File: src/verilog/lsa_regs.svh
`ifndef LSA_REGS_SVH
`define LSA_REGS_SVH

// Register offsets
`define LSA_ADDR_TOL 12'h034
`define LSA_ADDR_PERR 12'h038
`define LSA_ADDR_PFLAGS 12'h039
`define LSA_ADDR_CTRL 12'h03a
`define LSA_ADDR_STAT 12'h03b

// align_control field positions
`define LSA_CTRL_ON 7
`define LSA_CTRL_ARM 6
`define LSA_CTRL_CLRSTKY 5
`define LSA_CTRL_CLRPREV 4

// Flag positions in the previous-error flag byte
`define LSA_PFLAG_UNDER 7
`define LSA_PFLAG_OVER 6

// Reset values
`define LSA_CTRL_RST 8'h00
`define LSA_TOL_RST 2'h0
`define LSA_PERR_RST 4'h0

// LMFC period in DAC clocks
`define LSA_LMFC_PERIOD 32

`endif
File: src/verilog/lsa_pkg.sv
package lsa_pkg;

   typedef enum logic [3:0] {
      LSA_MODE_ONE_SHOT = 4'h1,
      LSA_MODE_CONT = 4'h2,
      LSA_MODE_MON = 4'h8,
      LSA_MODE_OS_MON = 4'h9
   } lsa_mode_type;

   typedef enum logic [1:0] {
      LSA_ST_IDLE = 2'b00,
      LSA_ST_WAIT = 2'b01,
      LSA_ST_ADJ = 2'b10
   } lsa_state_type;

   typedef struct packed {
      logic wr;
      logic rd;
      logic [11:0] addr;
      logic [7:0] wdata;
   } lsa_reg_req_type;

endpackage

File: src/verilog/lsa_ctrl.sv
`timescale 1ns/10ps
`include "lsa_regs.svh"

// Summary of operation
// (RULE_01) Last error below window sets under flag
// (RULE_02) Last error above window sets over flag
// (RULE_03) Control bit 7 enables logic, reset off
// (RULE_04) Writing control bit 6 arms one-shot; code arms only when the same write sets bit 7 and a one-shot mode
// (RULE_05) Rising bit 5 clears rotated and tripped
// (RULE_06) Rising bit 4 clears previous error, flags
// (RULE_07) Mode field picks one-shot, continuous, monitor
// (RULE_08) Monitor mode measures, never adjusts; code adjusts in monitor mode if a one-shot arm is still pending in WAIT
// (RULE_09) Status bit 7 shows machine busy
// (RULE_10) Status bit 3 shows aligned within window
// (RULE_11) Status bit 2 sticky rotated flag
// (RULE_12) Status bit 1 shows error outside window
// (RULE_13) Status bit 0 sticky SYSREF after arming
// (RULE_14) Errors within plus/minus tolerance cause no adjust
// (RULE_15) Previous error kept as 4-bit signed
// (RULE_16) Adjust copies error, zeroes current error
// (RULE_17) Software enables, sets mode, arms, polls busy
module lsa_ctrl #(
   parameter int unsigned LMFC_PERIOD = `LSA_LMFC_PERIOD
) (
   input wire logic clk,
   input wire logic rst_b,
   input wire lsa_pkg::lsa_reg_req_type req,
   input wire logic sysref_in,
   output logic [7:0] reg_rdata,
   output logic lmfc_realign
);

   localparam int unsigned PW = $clog2(LMFC_PERIOD);

   // Signed phase error, saturated to the 4-bit stored range
   function automatic logic signed [3:0] phase_err(input logic [PW-1:0] ph);
      logic signed [PW+1:0] e;
      e = signed'({2'b00, ph});
      if (ph >= PW'(LMFC_PERIOD / 2)) begin
         e = e - signed'((PW+2)'(LMFC_PERIOD));
      end
      if (e > signed'((PW+2)'(4'sh7))) begin
         return 4'sh7;
      end else if (e < signed'((PW+2)'(4'sh8))) begin
         return 4'sh8;
      end else begin
         return signed'(e[3:0]);
      end
   endfunction

   // Returns {below, above} for a tolerance of plus/minus tol
   function automatic logic [1:0] window_side(input logic signed [3:0] err, input logic [1:0] tol);
      logic signed [3:0] t;
      t = signed'({2'b00, tol});
      return {err < -t, err > t};
   endfunction

   logic [7:0] ctrl_q;
   logic [7:0] ctrl_d;
   logic [1:0] tol_q;
   logic [PW-1:0] ph_q;
   logic [PW-1:0] ph_d;
   logic signed [3:0] perr_q;
   logic under_q;
   logic over_q;
   logic lock_q;
   logic rot_q;
   logic wlim_q;
   logic trip_q;
   logic sr_m_q;
   logic sr_s_q;
   logic sr_p_q;
   logic realign_q;
   logic [7:0] rdata_q;
   lsa_pkg::lsa_state_type state_q;
   lsa_pkg::lsa_state_type state_d;

   wire ctrl_wr = req.wr && (req.addr == `LSA_ADDR_CTRL);
   wire tol_wr = req.wr && (req.addr == `LSA_ADDR_TOL);
   wire enable = ctrl_q[`LSA_CTRL_ON];
   wire [3:0] mode = ctrl_q[3:0];
   wire [3:0] wr_mode = req.wdata[3:0];
   wire clr_sticky = ctrl_wr && req.wdata[`LSA_CTRL_CLRSTKY] && !ctrl_q[`LSA_CTRL_CLRSTKY];
   wire clr_prev = ctrl_wr && req.wdata[`LSA_CTRL_CLRPREV] && !ctrl_q[`LSA_CTRL_CLRPREV];
   wire wr_oneshot = (wr_mode == lsa_pkg::LSA_MODE_ONE_SHOT) || (wr_mode == lsa_pkg::LSA_MODE_OS_MON);
   wire arm_now = ctrl_wr && req.wdata[`LSA_CTRL_ARM] && req.wdata[`LSA_CTRL_ON] && wr_oneshot;
   wire mode_cont = (mode == lsa_pkg::LSA_MODE_CONT);
   wire mode_mon = (mode == lsa_pkg::LSA_MODE_MON);
   wire mode_osmon = (mode == lsa_pkg::LSA_MODE_OS_MON);
   wire busy = (state_q != lsa_pkg::LSA_ST_IDLE);
   wire sr_evt = sr_s_q && !sr_p_q && enable;
   wire signed [3:0] cur_err = phase_err(ph_q);
   wire [1:0] side = window_side(cur_err, tol_q);
   wire out_win = |side;
   // Arming only in the one-shot modes, so monitor reaches an adjust only on a one-shot arm still pending in WAIT
   wire acting = sr_evt && ((state_q == lsa_pkg::LSA_ST_WAIT) || mode_cont); // [RULE_07]
   wire measuring = acting || (sr_evt && (mode_mon || mode_osmon)); // [RULE_08]
   wire adjust = acting && out_win; // [RULE_14]
   wire [7:0] status_w = {busy, 3'h0, lock_q, rot_q, wlim_q, trip_q}; // [RULE_09]
   wire [7:0] pflags_w = {under_q, over_q, 6'h00};
   wire [7:0] perr_w = {4'h0, perr_q};
   wire [7:0] tol_w = {6'h00, tol_q};
   wire [7:0] rd_mux = (req.addr == `LSA_ADDR_CTRL) ? ctrl_q :
                       (req.addr == `LSA_ADDR_STAT) ? status_w :
                       (req.addr == `LSA_ADDR_PERR) ? perr_w :
                       (req.addr == `LSA_ADDR_PFLAGS) ? pflags_w :
                       (req.addr == `LSA_ADDR_TOL) ? tol_w : 8'h00;

   assign ctrl_d = ctrl_wr ? req.wdata : ctrl_q; // [RULE_03]
   // Rotation restarts the LMFC so this SYSREF sample lands on phase zero
   assign ph_d = adjust ? PW'(1) :
                 (ph_q == PW'(LMFC_PERIOD - 1)) ? '0 : PW'(ph_q + PW'(1)); // [RULE_16]
   assign reg_rdata = rdata_q;
   assign lmfc_realign = realign_q;

   always_comb begin
      state_d = state_q;
      unique case (state_q)
         lsa_pkg::LSA_ST_IDLE: begin
            if (arm_now) begin
               state_d = lsa_pkg::LSA_ST_WAIT; // [RULE_04]
            end else if (adjust) begin
               state_d = lsa_pkg::LSA_ST_ADJ;
            end
         end
         lsa_pkg::LSA_ST_WAIT: begin
            if (adjust) begin
               state_d = lsa_pkg::LSA_ST_ADJ;
            end else if (sr_evt) begin
               state_d = lsa_pkg::LSA_ST_IDLE;
            end
         end
         lsa_pkg::LSA_ST_ADJ: begin
            state_d = lsa_pkg::LSA_ST_IDLE;
         end
         default: begin
            state_d = lsa_pkg::LSA_ST_IDLE;
         end
      endcase
      // An enabling write may arm in the same cycle, so it is not overridden
      if (!enable && !arm_now) begin
         state_d = lsa_pkg::LSA_ST_IDLE; // [RULE_03]
      end
   end

   // Two-flop synchroniser, edge taken from the second stage only
   always_ff @(posedge clk) begin
      sr_m_q <= rst_b && sysref_in;
      sr_s_q <= rst_b && sr_m_q;
      sr_p_q <= rst_b && sr_s_q;
   end

   always_ff @(posedge clk) begin
      if (!rst_b) begin
         ctrl_q <= `LSA_CTRL_RST;
         tol_q <= `LSA_TOL_RST;
         state_q <= lsa_pkg::LSA_ST_IDLE;
         ph_q <= '0;
         realign_q <= 1'b0;
         rdata_q <= 8'h00;
      end else begin
         ctrl_q <= ctrl_d;
         tol_q <= tol_wr ? req.wdata[1:0] : tol_q;
         state_q <= state_d;
         ph_q <= ph_d;
         realign_q <= adjust;
         rdata_q <= req.rd ? rd_mux : rdata_q;
      end
   end

   // A new adjust wins over a clear arriving in the same cycle
   always_ff @(posedge clk) begin
      if (!rst_b) begin
         perr_q <= `LSA_PERR_RST;
         under_q <= 1'b0;
         over_q <= 1'b0;
      end else if (adjust) begin
         perr_q <= cur_err; // [RULE_15] [RULE_16]
         under_q <= side[1]; // [RULE_01]
         over_q <= side[0]; // [RULE_02]
      end else if (clr_prev) begin
         perr_q <= `LSA_PERR_RST; // [RULE_06]
         under_q <= 1'b0;
         over_q <= 1'b0;
      end
   end

   always_ff @(posedge clk) begin
      if (!rst_b) begin
         rot_q <= 1'b0;
         trip_q <= 1'b0;
         lock_q <= 1'b0;
         wlim_q <= 1'b0;
      end else begin
         rot_q <= adjust || (rot_q && !clr_sticky); // [RULE_11] [RULE_05]
         trip_q <= (sr_evt && state_q == lsa_pkg::LSA_ST_WAIT) || (trip_q && !clr_sticky); // [RULE_13]
         if (!enable) begin
            lock_q <= 1'b0;
            wlim_q <= 1'b0;
         end else if (measuring) begin
            lock_q <= !out_win || adjust; // [RULE_10]
            wlim_q <= out_win; // [RULE_12]
         end
      end
   end
endmodule

File: config.mk
export PLATFORM = sky130hd
export DESIGN_NAME = lsa_ctrl
export DESIGN_NICKNAME = d
export VERILOG_FILES = /design/src/verilog/lsa_pkg.sv /design/src/verilog/lsa_ctrl.sv
export VERILOG_INCLUDE_DIRS = /design/src /design/src/verilog
export SDC_FILE = /design/constraint.sdc
export NUM_CORES = 1
export LEC_CHECK = 0
export BUFFER_PORTS_ARGS = -buffer_cell sky130_fd_sc_hd__buf_2
export CAP_MARGIN = 10
export CELL_PAD_IN_SITES_DETAIL_PLACEMENT = 1
export CELL_PAD_IN_SITES_GLOBAL_PLACEMENT = 1
export CORE_ASPECT_RATIO = 0.9
export CORE_UTILIZATION = 35
export DETAILED_ROUTE_END_ITERATION = 8
export PLACE_DENSITY = 0.65
export SLEW_MARGIN = 30
export SYNTH_ARGS = -nofsm -noshare
export SYNTH_HDL_FRONTEND = slang
export SYNTH_SLANG_ARGS = --single-unit
File: constraint.sdc
create_clock -name clk -period 4.7 [get_ports clk]
set_input_delay 0 -clock clk [delete_from_list [all_inputs] [get_ports clk]]
set_output_delay 0 -clock clk [all_outputs]
set_load 0.01 [all_outputs]
==> out/results.tsv <==
metric	value	unit
number of global-route vias before repair	1597	
setup TNS	0	ns
routed vias	1699	
endpoints failing setup	0	
Worst Skew	0.00981	ns
average cell area after synthesis	8.99	um2
minimum clock period	2.76	ns
top cells by area, synth	dfxtp_1, mux2i_1, ha_1	
routed vias/inst	5.24	
Seq pwr share	0.469	
Hold Crit Endpoint	tol_q[0]	
Yosys top cell area share	0.398	
Setup CP Type	reg2reg	
TritonCTS clock tree	yes	
pre-CTS setup slack	1.61	ns
Final Max Slew Viols	0	
clk sinks	39	
Fmax	0.362	GHz
DRC	0	
Post-synth ARST share	0	
initial antenna violation count	0	
largest net degree at the start of global routing	27	
cell depth of the worst hold path	3	
global-route wire length before repair	8230	um
initial DRC count	48	
P_sw	0.000178	W
crit-path max FO	11	
DP Wirelength	3800	um
GR Util All Layers	0.193	
sw frac	0.248	
Num CTS Buffers	5	
Detailed Route WL	5200	um
clk buf depth	2	
Initial Utilization	0.369	
GPL Wtd Cong	0.714	
Power Dens Cells	303	mW/mm2
r2r setup slk	1.94	ns
hold slack	0.0214	ns
EDFF count, synth	0	
floorplan core area	0.00532	mm2
leakage power	1.01	nW
Worst-Skew Late Latency	0.31	ns
Primary FF master, synth	dfxtp_1	
Worst Path Required	4.90	ns
Logic pwr share	0.102	
# fillers	650	
worst r2r src	ph_q[3]	
Layout Utilization	0.445	
I/O Buffers	33	
final period utilization	0.588	
RSZ-0062 raised after global routing	no	
diodes inserted	0	
layout cells sized above 1	0.195	
leading area contributor after synthesis	dfxtp_1	
drt pass-1 iters	4	
status	completed	
grt ovf	0	
clock transition at the registers of the reported paths	0.08	ns
Seq/Total Area, Yosys	0.398	
Hold Violations, Final	0	
synth unique cells	45	
Clock power frac	0.429	
drt wl/cell	16.1	um
synthesis-to-layout area growth	20.7	%
CTS root buf	clkbuf_8	
Nets	290	
Chip Width	80.9	um
critical path data arrival time	2.96	ns
die area	0.00591	mm2
total of max-cap violations	0	
die height	73.0	um
Yosys reg bits	39	
post-synthesis cell count	218	
Worst Reg-to-Reg Cells	8	
Post-Syn Area	0.00196	mm2
post-route ant nets	0	
Net Count, Synth	252	
worst vdd ir	0.126	mV
r2r endpoint	ph_q[1]	
yosys warns	0	
Worst Tran Pin Value	0.783	ns
# H-tree levels	2	
CP startpoint kind	flip-flop	
Site Rows	25	
critical path endpoint category	flip-flop	
most frequent cell after synthesis	dfxtp_1	
Hold Startpoint	req[0]	
Hold Crit Class	in2reg	
max_slew headroom	0.475	
Pint	0.000539	W
list of most frequent post-synthesis cells	dfxtp_1, nor2_1, a21oi_1, mux2i_1, inv_1	
I/O pins	34	
final worst slack	1.94	ns
==> kinds of logic after synthesis <==
kind of cell	share of synthesized area
fa+ha+maj	0.0676
mux	0.0664
xor+xnor	0.00894
buf+inv	0.0479
flops	0.398
compound gates	0.177
simple gates	0.234
==> metal layers <==
layer,track usage,up-vias,wire length (um)
li1,-,852,-
met1,0.270,817,2720
met2,0.278,24,2200
met3,0.0463,6,218
met4,0.0833,0,70
met5,0,-,0
==> critical path, cell delays in order (launching register included) <==
cell,delay [ns]
dfxtp_1,0.42
inv_1,0.10
maj3_1,0.39
ha_1,0.28
nor4bb_1,0.32
a211oi_1,0.14
a21oi_2,0.45
nor2_1,0.27
nor4b_1,0.29
==> power groups by stage <==
stage | logic [W] | clock network, W | registers, W
final | 0.0000731 | 0.000308 | 0.000336
after global routing | 0.0000821 | 0.000324 | 0.000337
after CTS | 0.0000722 | 0.000312 | 0.000336
after detailed placement | 0.0000670 | 0 | 0.000344
after global placement | 0.0000656 | 0 | 0.000344
after floorplan | 0.0000436 | 0 | 0.000343
==> cells in the final DEF (no fill, tap or decap), drive strengths merged, types with 3 or more instances in the layout <==
master / instances
a211oi: 3
a21oi: 15
a22oi: 3
and2: 4
buf: 34
clkbuf: 6
dfxtp: 39
dlygate4sd3: 7
ha: 9
inv: 13
mux2i: 13
nand2: 10
nand2b: 11
nand3: 5
nor2: 26
nor2b: 6
nor3: 3
nor4b: 3
o2111ai: 5
o211ai: 3
o21ai: 6
==> final cells by class <==
cell class	instances	area [um2]	share of cell area
clock inverters	2	38.8	0.0164
inverters	13	48.8	0.0206
multi-input cells	156	1090	0.460
repair buffers	41	243	0.103
clock buffers	6	82.6	0.0349
flip-flops and latches	39	781	0.330
well taps	67	83.8	0.0354
==> how the worst max path moves through the flow <==
stage	from	end	slack [ns]	cells past startpoint
after floorplan	ph_q[3]	ph_q[1]	2.33	9
after global placement	ph_q[3]	ph_q[4]	1.79	8
after detailed placement	ph_q[3]	ph_q[1]	1.61	8
after CTS	ph_q[3]	ph_q[1]	1.57	8
after global routing	ph_q[3]	ph_q[1]	1.62	8
final	ph_q[3]	ph_q[1]	1.94	8
==> sequential cells by signal (all words and copies together), names as in the netlist, 2 cells and up <==
name       count
ctrl_q         8
ph_q           5
perr_q         4
reg_rdata      8
tol_q          2
state_q        2
==> per-stage QoR <==
step,power [W],cells,area (um2)
3_5_place_dp,0.000411,309,2170
6_report,0.000717,324,2370
2_1_floorplan,0.000387,218,1960
4_1_cts,0.000720,324,2360
5_1_grt,0.000743,324,2370
3_3_place_gp,0.000410,309,2170
==> what timing repair did <==
action / in CTS / in global routing
setup buffers: 0 / 0
hold endpoints to repair: 7 / 0
gates resized for setup: 0 / 0
hold buffers: 7 / 0
(Power assumes the default switching activity.)
